File: src/inc/bmst_defines.vh
`ifndef BMST_DEFINES_VH
`define BMST_DEFINES_VH
// Access region codes
`define BMST_REG_ONCHIP  3'h0
`define BMST_REG_PER8    3'h1
`define BMST_REG_PER16   3'h2
`define BMST_REG_EXT8_2  3'h3
`define BMST_REG_EXT8_3  3'h4
`define BMST_REG_EXT16_2 3'h5
`define BMST_REG_EXT16_3 3'h6
// Per-cycle state costs
`define BMST_ST_ONE      8'h01
`define BMST_ST_TWO      8'h02
`define BMST_ST_THREE    8'h03
`define BMST_ST_FOUR     8'h04
`define BMST_ST_SIX      8'h06
// Block move fixed overhead and per-byte cost
`define BMST_MOVE_BASE   20'h00004
`define BMST_MOVE_PER    20'h00002
`endif

File: src/design/bmst_core.v
// Contract
// RL1: On-chip memory costs one state per cycle
// RL2: Total equals sum of class count times cost
// RL3: Fetch, branch, stack costs depend on region
// RL4: Byte and word data costs on 8-bit bus
// RL5: Extend register adds one state when enabled
// RL6: Word-count move copies until count zero
// RL7: Byte-count move uses low count byte
// RL8: Block move takes four plus two per byte
// RL9: m is configured external wait states
// RL10: On-chip memory: one state, 16-bit path
// RL11: Move interruptible only between iterations
`include "bmst_defines.vh"
module bmst_core #(
    parameter WAIT_W = 4                // Width of wait-state count
) (
    input  wire              clk_i,
    input  wire              nrst_i,
    // State-count calculator
    input  wire [2:0]        code_region_i,  // Where opcode lives
    input  wire [2:0]        data_region_i,  // Where operands live
    input  wire [WAIT_W-1:0] wait_m_i,       // External wait states
    input  wire              ext_en_i,       // Extend register enabled
    input  wire              ext_aff_i,      // Insn affected by it
    input  wire [7:0]        cnt_fetch_i,    // Fetch cycles
    input  wire [7:0]        cnt_branch_i,   // Branch-address reads
    input  wire [7:0]        cnt_stack_i,    // Stack operations
    input  wire [7:0]        cnt_byte_i,     // Byte data cycles
    input  wire [7:0]        cnt_word_i,     // Word data cycles
    input  wire [7:0]        cnt_int_i,      // Internal operations
    output reg  [19:0]       exec_states_o,  // Registered result
    // Block move
    input  wire              move_start_i,   // Start pulse
    input  wire              move_word_i,    // 1: word count variant
    input  wire              intr_req_i,     // Interrupt request level
    input  wire [15:0]       count_ld_i,     // Initial count
    input  wire [31:0]       src_ld_i,       // Initial source pointer
    input  wire [31:0]       dst_ld_i,       // Initial dest pointer
    output wire              move_busy_o,    // Move in progress
    output reg               move_done_o,    // Finished, one cycle
    output reg               move_susp_o,    // Left at boundary, one cycle
    output reg  [15:0]       word_count_reg, // Count register
    output reg  [31:0]       source_pointer_reg,
    output reg  [31:0]       dest_pointer_reg,
    output reg  [19:0]       move_states_o,  // Cost of last move
    // Memory port, one-state on-chip access
    output reg               mem_rd_o,       // Read strobe
    output reg               mem_wr_o,       // Write strobe
    output reg  [31:0]       mem_addr_o,     // Address
    input  wire [7:0]        mem_rdata_i,    // Read data, same cycle as strobe
    output reg  [7:0]        mem_wdata_o     // Write data
);
    // Byte count is the low half of the count register
    // Byte variant loads the high half at start but never counts it down
    wire [7:0] byte_count_reg = word_count_reg[7:0];

    // Cost of one fetch-class cycle for a region
    // RL3: region fetch cost
    function [7:0] fcost;
        input [2:0]        r;
        input [WAIT_W-1:0] m;
        begin
            case (r)
                `BMST_REG_PER8:    fcost = `BMST_ST_FOUR;
                `BMST_REG_PER16:   fcost = `BMST_ST_TWO;
                `BMST_REG_EXT8_2:  fcost = `BMST_ST_FOUR;
                // RL9: m wait states
                `BMST_REG_EXT8_3:  fcost = `BMST_ST_SIX + {3'h0, m, 1'b0};
                `BMST_REG_EXT16_2: fcost = `BMST_ST_TWO;
                `BMST_REG_EXT16_3: fcost = `BMST_ST_THREE + {4'h0, m};
                // RL1: one state on-chip
                default:           fcost = `BMST_ST_ONE;
            endcase
        end
    endfunction

    // Byte and word data costs; 16-bit regions use fetch cost
    // RL4: 8-bit bus data
    function [7:0] bcost;
        input [2:0]        r;
        input [WAIT_W-1:0] m;
        begin
            case (r)
                `BMST_REG_PER8:   bcost = `BMST_ST_TWO;
                `BMST_REG_EXT8_2: bcost = `BMST_ST_TWO;
                `BMST_REG_EXT8_3: bcost = `BMST_ST_THREE + {4'h0, m};
                default:          bcost = fcost(r, m);
            endcase
        end
    endfunction

    // RL10: on-chip word in one state
    function [7:0] wcost;
        input [2:0]        r;
        input [WAIT_W-1:0] m;
        begin
            case (r)
                `BMST_REG_PER8:   wcost = `BMST_ST_FOUR;
                `BMST_REG_EXT8_2: wcost = `BMST_ST_FOUR;
                `BMST_REG_EXT8_3: wcost = `BMST_ST_SIX + {3'h0, m, 1'b0};
                default:          wcost = fcost(r, m);
            endcase
        end
    endfunction

    // Per-class costs for the current regions
    wire [7:0] fc_code = fcost(code_region_i, wait_m_i); // Opcode fetch
    wire [7:0] fc_data = fcost(data_region_i, wait_m_i); // Branch, stack
    wire [7:0] bc_data = bcost(data_region_i, wait_m_i); // Byte data
    wire [7:0] wc_data = wcost(data_region_i, wait_m_i); // Word data

    // Weighted sum of the six cycle classes
    // Products widened to 16 bits first: an 8 by 8 product taken
    // self-determined inside a concatenation would wrap at 256
    reg [19:0] next_exec;
    always @* begin
        // RL2: sum of products
        next_exec = {4'h0, {8'h00, cnt_fetch_i} * {8'h00, fc_code}}
            + {4'h0, {8'h00, cnt_branch_i} * {8'h00, fc_data}}
            + {4'h0, {8'h00, cnt_stack_i} * {8'h00, fc_data}}
            + {4'h0, {8'h00, cnt_byte_i} * {8'h00, bc_data}}
            + {4'h0, {8'h00, cnt_word_i} * {8'h00, wc_data}}
            + {12'h000, cnt_int_i};
        // RL5: extend register penalty
        if (ext_en_i && ext_aff_i)
            next_exec = next_exec + 20'h00001;
    end

    // Result register
    // Zero until the first sum is taken
    always @(posedge clk_i or negedge nrst_i) begin
        if (!nrst_i)
            exec_states_o <= 20'h00000;
        else
            exec_states_o <= next_exec;
    end

    // Move sequencer states
    // Two states per byte line up with the per-byte cost
    localparam [1:0] S_IDLE = 2'h0;
    localparam [1:0] S_READ = 2'h1;  // Issue source read
    localparam [1:0] S_WRITE = 2'h2; // Write fetched byte
    reg  [1:0] state;
    reg        word_mode;            // Variant latched at start
    assign move_busy_o = (state != S_IDLE);

    // Count left for the running variant
    wire count_zero = word_mode ? (word_count_reg == 16'h0000)
                                : (byte_count_reg == 8'h00);

    // Block move loop, one byte every two states
    always @(posedge clk_i or negedge nrst_i) begin
        if (!nrst_i) begin
            state              <= S_IDLE;
            word_mode          <= 1'b0;
            word_count_reg     <= 16'h0000;
            source_pointer_reg <= 32'h00000000;
            dest_pointer_reg   <= 32'h00000000;
            move_states_o      <= 20'h00000;
            move_done_o        <= 1'b0;
            move_susp_o        <= 1'b0;
            mem_rd_o           <= 1'b0;
            mem_wr_o           <= 1'b0;
            mem_addr_o         <= 32'h00000000;
            mem_wdata_o        <= 8'h00;
        end else begin
            move_done_o <= 1'b0;
            move_susp_o <= 1'b0;
            mem_rd_o    <= 1'b0;
            mem_wr_o    <= 1'b0;
            case (state)
                S_IDLE: begin
                    // Start is ignored unless idle
                    if (move_start_i) begin
                        word_mode          <= move_word_i;
                        word_count_reg     <= count_ld_i;
                        source_pointer_reg <= src_ld_i;
                        dest_pointer_reg   <= dst_ld_i;
                        // RL8: four plus two per byte
                        // Documented cost, not the loop's own cycles
                        move_states_o <= `BMST_MOVE_BASE + `BMST_MOVE_PER
                            * (move_word_i ? {4'h0, count_ld_i}
                                           : {12'h000, count_ld_i[7:0]});
                        state <= S_READ;
                    end
                end
                S_READ: begin
                    // RL11: stop only between bytes
                    if (count_zero) begin
                        // Nothing left: report and go idle
                        move_done_o <= 1'b1;
                        state       <= S_IDLE;
                    end else if (intr_req_i) begin
                        // Registers are consistent for a resume
                        move_susp_o <= 1'b1;
                        state       <= S_IDLE;
                    end else begin
                        // Fetch the next source byte
                        mem_rd_o   <= 1'b1;
                        mem_addr_o <= source_pointer_reg;
                        state      <= S_WRITE;
                    end
                end
                S_WRITE: begin
                    // RL6: copy, bump pointers, count down
                    // Read data is taken in the strobe's own state
                    mem_wr_o           <= 1'b1;
                    mem_addr_o         <= dest_pointer_reg;
                    mem_wdata_o        <= mem_rdata_i;
                    source_pointer_reg <= source_pointer_reg + 32'h1;
                    dest_pointer_reg   <= dest_pointer_reg + 32'h1;
                    // RL7: byte variant keeps high half
                    if (word_mode)
                        word_count_reg <= word_count_reg - 16'h0001;
                    else
                        word_count_reg[7:0] <= byte_count_reg - 8'h01;
                    state <= S_READ;
                end
                // Unused code: recover to idle
                default: state <= S_IDLE;
            endcase
        end
    end
endmodule // bmst_core

File: config.mk
export PLATFORM = sky130hd
export DESIGN_NAME = bmst_core
export DESIGN_NICKNAME = d
export VERILOG_FILES = /design/src/design/bmst_core.v
export VERILOG_INCLUDE_DIRS = /design/src /design/src/inc
export SDC_FILE = /design/constraint.sdc
export NUM_CORES = 1
export LEC_CHECK = 0
export ABC_AREA = 1
export BUFFER_PORTS_ARGS = -buffer_cell sky130_fd_sc_hd__buf_4
export CAP_MARGIN = 20
export CORE_MARGIN = 5
export CORE_UTILIZATION = 30
export CTS_CLUSTER_SIZE = 24
export DETAILED_ROUTE_END_ITERATION = 8
export HOLD_SLACK_MARGIN = 0.03
export PLACE_DENSITY = 0.54
export REMOVE_ABC_BUFFERS = 1
export SYNTH_ARGS = -nofsm -noshare
export SYNTH_HDL_FRONTEND = slang
export SYNTH_SLANG_ARGS = --single-unit
export TNS_END_PERCENT = 50
File: constraint.sdc
create_clock -name clk_i -period 2.1 [get_ports clk_i]
set_clock_uncertainty 0.2 [all_clocks]
set_input_delay 0.42 -clock clk_i [delete_from_list [all_inputs] [get_ports clk_i]]
set_output_delay 0.42 -clock clk_i [all_outputs]
set_load 0.02 [all_outputs]
Word level (Yosys, flattened, before mapping)
Cells that the tools add are included.
{"block": "word_totals", "ff_bits": 167, "elab_cells": 97, "out_inout_bits": 165, "input_bits": 153}
{"block": "op_classes", "n_eq_ne": 18, "add_sub_neg": 13, "muxes": 32, "n_mul": 5, "n_reduce_logical": 15}
{"operator": "case mux 32 bit (2 select lines)", "n": 3}
{"operator": "two-way mux 32 bit", "n": 4}
{"operator": "multiplier 8 x 8 -> 16 bit", "n": 5}
{"operator": "adder 32 x 1 -> 32 bit (second input constant)", "n": 2}
{"operator": "case mux 6 bit (4 select lines)", "n": 2}
{"operator": "two-way mux 16 bit", "n": 2}
{"operator": "case mux 16 bit (2 select lines)", "n": 1}
{"operator": "adder 19 x 16 -> 20 bit", "n": 1}
{"operator": "adder 20 x 1 -> 20 bit (second input constant)", "n": 1}
{"operator": "adder 20 x 8 -> 20 bit", "n": 1}
{"operator": "two-way mux 20 bit", "n": 1}
{"operator": "case mux 5 bit (2 select lines)", "n": 2}
{"operator": "adder 18 x 16 -> 19 bit", "n": 1}
{"operator": "adder 17 x 16 -> 18 bit", "n": 1}
{"operator": "adder 3 x 17 -> 18 bit (first input constant)", "n": 1}
{"operator": "== test 3 bit (second input constant)", "n": 6}
{"operator": "adder 16 x 16 -> 17 bit", "n": 1}
{"operator": "zero test 16 bit", "n": 1}
{"operator": "two-way mux 8 bit", "n": 2}
{"operator": "case mux 8 bit (2 select lines)", "n": 1}
{"operator": "subtractor 16 x 1 -> 16 bit (second input constant)", "n": 1}
{"operator": "== test 3 x 2 -> 1 bit (second input constant)", "n": 4}
{"operator": "two-way mux 1 bit", "n": 10}
{"operator": "zero test 8 bit", "n": 1}
{"operator": "other kinds (15)", "n": 28}

Longest topological paths before layout
Gate-level depths: netlist (run 1).
{"block": "depth", "ltp_word": 11, "depth_mapped": 42, "depth_no_buf": 40}

Worst setup path after synthesis (run 1)
OpenSTA, ideal clock, no wires.
{"block": "synth_path", "path_type": "in2reg", "start": "in wait_m_i[0]", "end": "reg exec_states_o[14]", "cell_stages": 31, "setup_time_ns": 0.113, "arrival_ns": 7.254, "n_path_buf": 1, "slack_ns": -5.467, "t_required_ns": 1.787, "cell_sequence": "inv_1 ha_1 nor3_1 inv_1 nor2_1 clkbuf_1 nand2_1 fa_1 fa_1 inv_1 fa_1 fa_1 fa_1 fa_1 fa_1 inv_1 fa_1 inv_1 ha_1 nand2_1 nand2_1 inv_2 nand3_1 nand2_4 inv_2 nor2_4 nand3_2 nor3_2 nand2_1 nand2_1 inv_1"}
{"block": "synth_via", "elab_chain_cells": 10, "word_cells_on_any_way": 19, "classes_between": "add/sub: 8; mul: 5; mux: 6"}
{"element": "from (decl)", "line": "bmst_core.v:22", "rtl": "input wire [WAIT_W-1:0] wait_m_i,"}
{"element": "adder 3 x 5 -> 6 bit (no line) or adder 2 x 4 -> 5 bit (tied branches)"}
{"element": "case mux 6 bit (4 select lines)", "line": "bmst_core.v:63", "rtl": "case (r)"}
{"element": "multiplier 8 x 8 -> 16 bit, on equally long branches", "line": "bmst_core.v:118, bmst_core.v:119"}
{"element": "adder 16 x 16 -> 17 bit", "line": "bmst_core.v:119", "rtl": "+ {4'h0, {8'h00, cnt_branch_i} * {8'h00, fc_data}}"}
{"element": "adder 17 x 16 -> 18 bit", "line": "bmst_core.v:120", "rtl": "+ {4'h0, {8'h00, cnt_stack_i} * {8'h00, fc_data}}"}
{"element": "adder 18 x 16 -> 19 bit", "line": "bmst_core.v:121", "rtl": "+ {4'h0, {8'h00, cnt_byte_i} * {8'h00, bc_data}}"}
{"element": "adder 19 x 16 -> 20 bit (*)", "line": "bmst_core.v:122", "rtl": "+ {4'h0, {8'h00, cnt_word_i} * {8'h00, wc_data}}"}
{"element": "adder 20 x 8 -> 20 bit (*)", "line": "bmst_core.v:123", "rtl": "+ {12'h000, cnt_int_i};"}
{"element": "adder 20 x 1 -> 20 bit", "line": "bmst_core.v:126", "rtl": "next_exec = next_exec + 20'h00001;"}
{"element": "two-way mux 20 bit (*)", "line": "bmst_core.v:125", "rtl": "if (ext_en_i && ext_aff_i)"}
{"element": "net next_exec[14]", "line": "bmst_core.v:115", "rtl": "reg [19:0] next_exec;"}
{"element": "to (signal assigned)", "line": "bmst_core.v:135", "rtl": "exec_states_o <= next_exec;"}
{"element": "to (decl)", "line": "bmst_core.v:31", "rtl": "output reg [19:0] exec_states_o,"}
The timed path passes the listed nets; every way through them passes the cells marked *.
A chain may end at the register's enable or synchronous reset.

Final worst setup path (run 1)
{"block": "layout_path", "start": "in wait_m_i[0]", "end": "reg exec_states_o[9]"}
Same word-level chain as after synthesis.

==> results of run 1 <==
==> layout by cell type, fill, tap and decap left out, types with 51 or more instances in the layout <==
master and count:
inv_2 68, o21ai_0 92, inv_1 445, nand2_2 57
buf_4 615, a21oi_1 51, nand2_1 501, dfrtp_1 159
nor2_1 209, nand3_1 80, fa_1 199, ha_1 67
==> routing by layer <==
layer	part of all wire [%]	global-route usage [%]	wire length, µm
met4	2.5	4.828	1699
met5	0.040	0	27
met3	4.9	3.335	3321
met1	42	25.88	28380
met2	51	36.42	34610
==> kinds of logic after synthesis <==
family	count (synthesis)	share of synthesized area, %
AOI/OAI and AO/OA	242	7.828
xor gates and xnor gates	41	2.016
adders and majority gates	309	29.92
buffers and inverters	595	12.73
DFF	163	22.43
muxes	3	0.1651
other	1	0.02062
and+or+nand+nor	1065	24.89
==> through the flow <==
stage               util (%)  cells  cell area [µm²]  hold WS, ns  setup slack (ns)
global placement       39.17   3750            23600      0.05186            -5.911
finish                 44.36   3869            26720      0.04938            -5.045
detailed placement     39.17   3750            23600      0.05154            -6.023
global route           44.36   3869            26720      0.04245            -5.287
CTS                    42.86   3848            25820      0.03104            -5.003
floorplan                  -   2357            17880     -0.07559            -5.652
==> worst paths after layout <==
path                                 from                     to  cells after the start
max                           wait_m_i[0]       exec_states_o[9]                     35
max in group asynchronous          nrst_i      exec_states_o[13]                      3
min in group asynchronous          nrst_i         mem_addr_o[25]                      2
min                           src_ld_i[7]  source_pointer_reg[7]                      3
min reg2reg                mem_wdata_o[6]         mem_wdata_o[6]                      2
max reg2reg                      state[0]    dest_pointer_reg[3]                      7
==> timing repair <==
item	4_1_cts	5_1_grt
hold endpoints to repair	184	0
setup endpoints to repair	50	97
buffers inserted	46	23
gates resized for setup	256	203
hold buffers	20	0
pin swaps	153	68
cloned	1	0
==> area by class of cell <==
class | count | area [µm²] | share of cell area, %
multi-input combinational | 1665 | 13320 | 49.83
timing repair buffer | 697 | 5674 | 21.23
sequential | 163 | 4084 | 15.28
inverter | 529 | 2052 | 7.678
tap | 782 | 978.4 | 3.661
clock buffer | 19 | 452.9 | 1.695
clock inverter | 13 | 157.7 | 0.5899
timing repair inverter | 1 | 7.507 | 0.02809
==> critical path: cells and delay by family <==
family / cells / cell delay (ns)
adder cells (fa/ha/maj): 10 / 4.59
buffers and inverters: 12 / 0.91
XOR/XNOR: 2 / 0.33
AND/OR/NAND/NOR: 11 / 1.01
==> results.sh, run 1 <==
export IMPL_antenna_cells=0
export IMPL_die_w_um=256.2
export IMPL_drc_errors=0
export IMPL_initial_core_util_pct=30.19
export IMPL_layout_setup_ws_ns=-5.045
export IMPL_clk_latency_ns=0.45
export IMPL_tritoncts="yes"
export IMPL_slowest_delay_ns=0.57
export IMPL_dieHeight_um=256.2
export IMPL_grt_pass1_wl_um=106900
export IMPL_violations="setup timing"
export IMPL_clk_pin_slew_worst_paths_ns=0.08
export IMPL_synth_top_area_cell="fa_1"
export IMPL_avgSynthCellArea_um2=7.519
export IMPL_num_vias=18044
export IMPL_yosys_cell_types_count=55
export IMPL_firstDrtPassIters=5
export IMPL_setup_violations_final=18
export IMPL_synth_seq_cells=163
export IMPL_num_nets_final=3536
export IMPL_core_um2=60250
export IMPL_synth_most_common_cell="nand2_1"
export IMPL_rsz0062_at_grt="true"
export IMPL_synthCells=2419
export IMPL_tightest_slew_ns=0.5667
export IMPL_cp_end_kind="flip-flop"
export IMPL_critPathSlowestCell="fa_1"
export IMPL_antenna_left=0
export IMPL_synth_commonest_cells="561 x nand2_1, 511 x inv_1, 278 x nor2_1, 210 x fa_1, 163 x dfrtp_1"
export IMPL_drtIter0Drc=1085
export IMPL_cts_root_buffer="clkbuf_16"
export IMPL_required_ns=2.23
export IMPL_fin_setup_tns_ns=-78.23
export IMPL_report_final_slew_viol_count=0
export IMPL_gp_congestion=0.9452
export IMPL_hold_class="in2reg"
export IMPL_fmax_mhz=140.0
export IMPL_status="complete, but fails checks"
export IMPL_cts_buffers=17
export IMPL_wl_per_cell_um=17.59
export IMPL_async_reset_ff_share_pct=100.0
export IMPL_maxCapViolations=0
export IMPL_drt_total_wl_um=68040
export IMPL_cts_htree_levels=4
export IMPL_viasPerCell=4.664
export IMPL_ys_warn_count=0
export IMPL_port_buffers=313
export IMPL_grt_max_degree=100
export IMPL_synth_ff_type="dfrtp_1"
export IMPL_crit_path_max_fanout=6
export IMPL_cts_buffer_depth=2
export IMPL_grt_usage_pct=20.38
export IMPL_synth_area_um2=18190
export IMPL_yosys_top_cells_area="fa_1 23%, dfrtp_1 22%, nand2_1 12%"
export IMPL_start_kind="input pin"
export IMPL_rows=90
export IMPL_synth_top_cell_area_share_pct=23.11
export IMPL_crit_type="in2reg"
export IMPL_synth_edff_count=0
export IMPL_fp_dieArea_um2=65650
export IMPL_drive_above_1_share_pct=35.41
export IMPL_ios=318
export IMPL_synth_yosys_seq_area_share_pct=22.43
export IMPL_final_hold_viol_count=0
export IMPL_antenna_found_initial=2
export IMPL_arrival_ns=7.28
export IMPL_crit_top_cell="fa_1"
export IMPL_grt_pass1_vias=18915
export IMPL_cts_sinks=163
export IMPL_hpwl_um=55410
export IMPL_timing_final_crit_period_ns=7.145
export IMPL_finalCritPeriodShare_pct=340.3
export IMPL_synthToLayoutAreaGrowth_pct=46.93
export IMPL_grt_ovfl_total=0
export IMPL_max_slew_margin_rel_pct=62.22
export IMPL_nFillCells=6006
export IMPL_r2r_slack_ns=0.09
Power of run 1 is left out: the tool's default activity adds up to more than one toggle a clock period on the data nets, which glitch-free logic cannot reach.
==> run 2, diff against run 1 <==
--- a/config.mk
+++ b/config.mk
@@ -6,7 +6,7 @@
 export SDC_FILE = /design/constraint.sdc
 export NUM_CORES = 1
 export LEC_CHECK = 0
-export ABC_AREA = 1
+export ABC_AREA = 0
 export BUFFER_PORTS_ARGS = -buffer_cell sky130_fd_sc_hd__buf_4
 export CAP_MARGIN = 20
 export CORE_MARGIN = 5
==> run 2 against run 1 <==
Effect of this change:
- the flow still finishes with violations (setup timing)
- area after synthesis down 7.2%
- die area shrank 6.9%
- core utilization decreased by 0.14 points
- wire length is 8.4% lower
- register-to-register slack got worse by 0.66 ns
- synthesized cell count fell by 22%
- setup slack got worse by 0.52 ns
- non-clock buffer count shrank 12
- critical path depth shrank 3
==> results.sh, run 2 <==
export IMPL_clk_latency_ns=0.46
export IMPL_cts_root_buffer="clkbuf_16"
export IMPL_final_area_um2=24790
export IMPL_wl_per_cell_um=18.95
export IMPL_synth_yosys_seq_area_share_pct=24.16
export IMPL_num_nets_final=2978
export IMPL_initial_core_util_pct=30.12
export IMPL_viasPerCell=4.860
export IMPL_synth_edff_count=0
export IMPL_pre_cts_ws_ns=-6.377
export IMPL_yosys_cell_types_count=79
export IMPL_fp_dieArea_um2=61120
export IMPL_ys_warn_count=0
export IMPL_grt_max_degree=57
export IMPL_setup_violations_final=74
export IMPL_arrival_ns=7.83
export IMPL_crit_type="in2reg"
export IMPL_finalNonFillerCells=3289
export IMPL_async_reset_ff_share_pct=100.0
export IMPL_drtIter0Drc=1004
export IMPL_dieHeight_um=247.2
export IMPL_multi_input_area_um2=12420
export IMPL_required_ns=2.27
export IMPL_tritoncts="yes"
export IMPL_die_w_um=247.2
export IMPL_cts_buffer_depth=2
export IMPL_slowest_delay_ns=0.59
export IMPL_synth_top_cell_area_share_pct=24.90
export IMPL_cts_buffers=17
export IMPL_finalCritPeriodShare_pct=364.8
export IMPL_nFillCells=5417
export IMPL_num_vias=15986
export IMPL_synth_top_area_cell="fa_1"
export IMPL_timing_final_crit_period_ns=7.661
export IMPL_clk_pin_slew_worst_paths_ns=0.08
export IMPL_r2r_cells=14
export IMPL_grt_pass1_vias=16364
export IMPL_synthToLayoutAreaGrowth_pct=46.82
export IMPL_cts_htree_levels=4
export IMPL_synth_seq_cells=163
export IMPL_synth_commonest_cells="285 x inv_1, 247 x nand2_1, 210 x fa_1, 163 x dfrtp_1, 126 x and2_1"
export IMPL_placedCellCount=3184
export IMPL_start_kind="input pin"
export IMPL_most_common_layout_cells="593 x buf_4, 260 x inv_1, 226 x nand2_1"
export IMPL_layout_commonest_cell="buf_4"
export IMPL_ios=318
export IMPL_cp_end_kind="flip-flop"
export IMPL_core_um2=56060
export IMPL_layout_setup_ws_ns=-5.561
export IMPL_hpwl_um=50420
export IMPL_firstDrtPassIters=5
export IMPL_crit_path_max_fanout=7
export IMPL_cts_sinks=163
export IMPL_grt_usage_pct=20.08
export IMPL_final_hold_viol_count=0
export IMPL_antenna_found_initial=5
export IMPL_placed_area_um2=22350
export IMPL_grt_pass1_wl_um=95390
export IMPL_hold_class="in2reg"
export IMPL_report_final_slew_viol_count=0
export IMPL_rsz0062_at_grt="true"
export IMPL_avgSynthCellArea_um2=8.924
export IMPL_rows=87
export IMPL_drive_above_1_share_pct=35.78
export IMPL_drc_errors=0
export IMPL_synth_ff_type="dfrtp_1"
export IMPL_status="complete, but fails checks"
export IMPL_tightest_slew_ns=0.5320
export IMPL_max_slew_margin_rel_pct=64.26
export IMPL_synth_area_um2=16880
export IMPL_violations="setup timing"
export IMPL_maxCapViolations=0
export IMPL_drt_total_wl_um=62330
export IMPL_crit_top_cell="fa_1"
export IMPL_grt_ovfl_total=0
export IMPL_antenna_left=0
export IMPL_regArea_um2=4079
export IMPL_gp_congestion=0.8889
export IMPL_fmax_mhz=130.5
export IMPL_yosys_top_cells_area="fa_1 25%, dfrtp_1 24%, ha_1 7.3%"
export IMPL_port_buffers=313
export IMPL_min_path_cells=3
export IMPL_synthCells=1892
export IMPL_critPathSlowestCell="fa_1"
export IMPL_synth_most_common_cell="inv_1"
run 2: layout make-up:
cell class                      instances  area share (%)
Antenna cell                            4         0.04038
Inverter                              287           4.381
Clock buffer                           19           1.787
Sequential cell                       163           16.45
Timing Repair Buffer                  685           22.84
Multi-Input combinational cell       1362           50.11
Clock inverter                         13          0.5754
Tap cell                              756           3.816
run 2: path summary, 6_finish.rpt:
| kind | start | to | slack, ns |
|---|---|---|---|
| max | wait_m_i[0] | exec_states_o[16] | -5.56 |
| min | src_ld_i[8] | source_pointer_reg[8] | 0.06 |
| max reg2reg | word_count_reg[0] | mem_addr_o[6] | -0.57 |
| min reg2reg | mem_wdata_o[3] | mem_wdata_o[3] | 0.28 |
| max in group asynchronous | nrst_i | exec_states_o[13] | 0.99 |
| min in group asynchronous | nrst_i | mem_addr_o[2] | 0.14 |
run 2: logic make-up (layout without fill, tap and decap cells):
logic type / count (synthesis) / after routing / synth area share, %
buffers and inverters: 371 / 1004 / 8.641
multiplexers: 28 / 28 / 1.667
flip-flops: 163 / 163 / 24.16
AO/OA/AOI/OAI: 330 / 330 / 11.80
AND/OR/NAND/NOR: 647 / 647 / 19.25
adder cells (fa/ha/maj): 309 / 309 / 32.24
XOR/XNOR: 43 / 43 / 2.231
other: 1 / 9 / 0.02221
run 2: layer usage:
metal | track usage, % | up-vias | wire [µm]
met4 | 5.777 | 2 | 1774
met2 | 35.02 | 467 | 31210
met3 | 3.480 | 90 | 3823
met5 | 0 | - | 11
met1 | 25.64 | 8016 | 25510
li1 | - | 7411 | -
run 2: critical path, delay by kind of cell:
family	cells	cell delay (ns)
buffers and inverters	11	1.24
AO/OA/AOI/OAI	4	0.82
adder cells (fa/ha/maj)	10	4.49
AND/OR/NAND/NOR	4	0.35
XOR/XNOR	3	0.49
run 2: what timing repair did:
item | in CTS | in global routing
pin swaps | 127 | 55
hold endpoints to repair | 192 | 0
hold buffers | 30 | 0
setup buffers | 35 | 10
endpoints found under the setup margin | 91 | 96
gates cloned | 3 | 0
gates resized for setup | 190 | 103
run 2: per-stage QoR:
stage	setup TNS (ns)	util, %	hold slack [ns]
3_5_place_dp	-127.37	39.88	0.04837
2_1_floorplan	-601.50	-	-0.07559
4_1_cts	-101.83	43.47	0.03257
5_1_grt	-110.27	44.21	0.04794
6_report	-100.32	44.22	0.05574
3_3_place_gp	-124.79	39.88	0.04925
Power of run 2 is left out for the same reason.
==> run 3, diff against run 2 <==
--- a/config.mk
+++ b/config.mk
@@ -14,7 +14,7 @@
 export CTS_CLUSTER_SIZE = 24
 export DETAILED_ROUTE_END_ITERATION = 8
 export HOLD_SLACK_MARGIN = 0.03
-export PLACE_DENSITY = 0.54
+export PLACE_DENSITY = 0.48
 export REMOVE_ABC_BUFFERS = 1
 export SYNTH_ARGS = -nofsm -noshare
 export SYNTH_HDL_FRONTEND = slang
==> run 3 against run 2 <==
Effect of this change:
- the flow still finishes with violations (setup timing)
- largest cell class unchanged
- first-iteration DRC count down 18%
- sequential cell count unchanged
- cell count up 1.2%
- hold slack better by 0.0017 ns
- setup slack better by 0.027 ns
- count of clock-buffer cells in the layout down 2
==> results.sh, run 3 (same netlist as run 2, synthesis figures left out) <==
export IMPL_port_buffers=313
export IMPL_cp_end_kind="flip-flop"
export IMPL_power_clock_fraction_pct=5.9
export IMPL_antenna_left=0
export IMPL_drc_errors=0
export IMPL_layout_commonest_cell="buf_4"
export IMPL_arrival_ns=7.76
export IMPL_regArea_um2=4079
export IMPL_p_int_mw=29.42
export IMPL_initial_core_util_pct=30.12
export IMPL_crit_type="in2reg"
export IMPL_drt_total_wl_um=65240
export IMPL_violations="setup timing"
export IMPL_tritoncts="yes"
export IMPL_die_w_um=247.2
export IMPL_grt_max_degree=68
export IMPL_firstDrtPassIters=5
export IMPL_dieHeight_um=247.2
export IMPL_crit_path_max_fanout=5
export IMPL_p_switching_mw=24.97
export IMPL_layout_setup_ws_ns=-5.534
export IMPL_required_ns=2.22
export IMPL_multi_input_area_um2=12580
export IMPL_start_kind="input pin"
export IMPL_cts_sinks=163
export IMPL_pwr_share_seq_pct=9.3
export IMPL_cp_top_family="adder cells"
export IMPL_rows=87
export IMPL_grt_pass1_wl_um=99310
export IMPL_fmax_mhz=131.0
export IMPL_antenna_cells=0
export IMPL_setup_violations_final=80
export IMPL_placed_area_um2=22390
export IMPL_num_nets_final=3021
export IMPL_slowest_delay_ns=0.62
export IMPL_core_um2=56060
export IMPL_finalCritPeriodShare_pct=363.5
export IMPL_cts_root_buffer="clkbuf_16"
export IMPL_ios=318
export IMPL_p_per_area_nw_per_um2=2149
export IMPL_fp_dieArea_um2=61120
export IMPL_drtIter0Drc=828
export IMPL_nFillCells=5483
export IMPL_gp_congestion=0.9187
export IMPL_most_common_layout_cells="625 x buf_4, 260 x inv_1, 228 x nand2_1"
export IMPL_cts_buffer_depth=2
export IMPL_netSwitchingFraction_pct=45.91
export IMPL_grt_usage_pct=20.99
export IMPL_drive_above_1_share_pct=37.36
export IMPL_clk_latency_ns=0.45
export IMPL_maxCapViolations=0
export IMPL_grt_pass1_vias=16667
export IMPL_timing_final_crit_period_ns=7.634
export IMPL_p_leak_nw=12.25
export IMPL_p_total_mw=54.39
export IMPL_viasPerCell=4.827
export IMPL_clk_pin_slew_worst_paths_ns=0.06
export IMPL_final_area_um2=25300
export IMPL_crit_buf_inv=8
export IMPL_critPathSlowestCell="fa_1"
export IMPL_cts_buffers=17
export IMPL_vdd_drop_max_v=0.004024
export IMPL_rsz0062_at_grt="true"
export IMPL_combPwrFrac_pct=84.8
export IMPL_crit_top_cell="fa_1"
export IMPL_hpwl_um=52190
export IMPL_hold_class="in2reg"
export IMPL_wl_per_cell_um=19.60
export IMPL_status="complete, but fails checks"
export IMPL_num_vias=16065
export IMPL_final_hold_viol_count=0
export IMPL_r2r_slack_ns=-0.52
export IMPL_antenna_found_initial=2
export IMPL_cts_htree_levels=4
export IMPL_fin_setup_tns_ns=-102.37
export IMPL_synthToLayoutAreaGrowth_pct=49.87
export IMPL_report_final_slew_viol_count=0
export IMPL_grt_ovfl_total=0
## run 3: changes by cell type in the layout (fill, tap and decap cells not counted), sizes merged
cell,before,now
clkbuf,20,19
inv,293,289
buf,654,700
dlygate4sd3,30,26
diode,4,0
clkinvlp,2,3
bufinv,1,2
clkinv,4,8
## run 3: layout make-up
cell class,instances,share of cell area [%]
clock buffers,17,1.681
repair buffers,728,23.81
well taps,756,3.738
multi-input cells,1362,49.73
clock inverters,15,0.6231
inverters,287,4.302
flip-flops and latches,163,16.12
## run 3: power groups by stage
stage	clock network [mW]	registers (mW)	logic, mW
6_report	3.19	5.07	46.1
5_1_grt	3.39	5.17	49.5
4_1_cts	3.27	5.04	41.4
3_5_place_dp	0	5.04	35.0
3_3_place_gp	0	5.03	35.0
2_1_floorplan	0	6.30	17.2
## run 3: worst register-to-register path, stage by stage (launching register included)
cell and delay (ns):
dfrtp_1 0.40, inv_2 0.09, ha_4 0.13, nor4b_4 0.24, nand2b_1 0.14, or3_4 0.35, a21o_1 0.21, nor4b_4 0.17
buf_6 0.15, clkbuf_16 0.17, mux2i_1 0.17, o21ai_1 0.07
## run 3: layer usage
layer | share of wire (%) | vias to the layer above | global-route usage, % | wire length (µm)
met2 | 50 | 378 | 36.30 | 32580
met1 | 43 | 8136 | 27.96 | 28060
li1 | - | 7480 | - | -
met3 | 4.9 | 67 | 3.005 | 3201
met4 | 2.1 | 4 | 4.847 | 1370
met5 | 0.043 | - | 0 | 28
## run 3: metrics by stage
stage	hold slack [ns]	worst slack [ns]	utilization, %	cells
floorplan	-0.07559	-6.910	-	1812
global placement	0.05862	-6.342	39.94	3194
detailed placement	0.05510	-6.340	39.94	3194
CTS	0.03210	-5.480	43.99	3310
global route	0.04480	-5.825	45.14	3328
finish	0.05743	-5.534	45.14	3328
## run 3: path summary, 6_finish.rpt
| path | start | endpoint | cells past startpoint |
|---|---|---|---|
| max | wait_m_i[0] | exec_states_o[16] | 30 |
| min | src_ld_i[7] | source_pointer_reg[7] | 3 |
| max reg2reg | word_count_reg[0] | mem_addr_o[16] | 11 |
| min reg2reg | mem_wdata_o[1] | mem_wdata_o[1] | 2 |
| max in group asynchronous | nrst_i | word_count_reg[8] | 3 |
| min in group asynchronous | nrst_i | mem_rd_o | 2 |
## run 3: repair_timing
| action | CTS | global route |
|---|---|---|
| resized for setup | 219 | 129 |
| pin swaps | 150 | 102 |
| hold endpoints to repair | 187 | 1 |
| buffers inserted | 56 | 24 |
| hold buffers | 25 | 1 |
| setup endpoints to repair | 113 | 112 |
| gates cloned | 7 | 1 |
No activity file was read; power rests on OpenSTA's default activity.
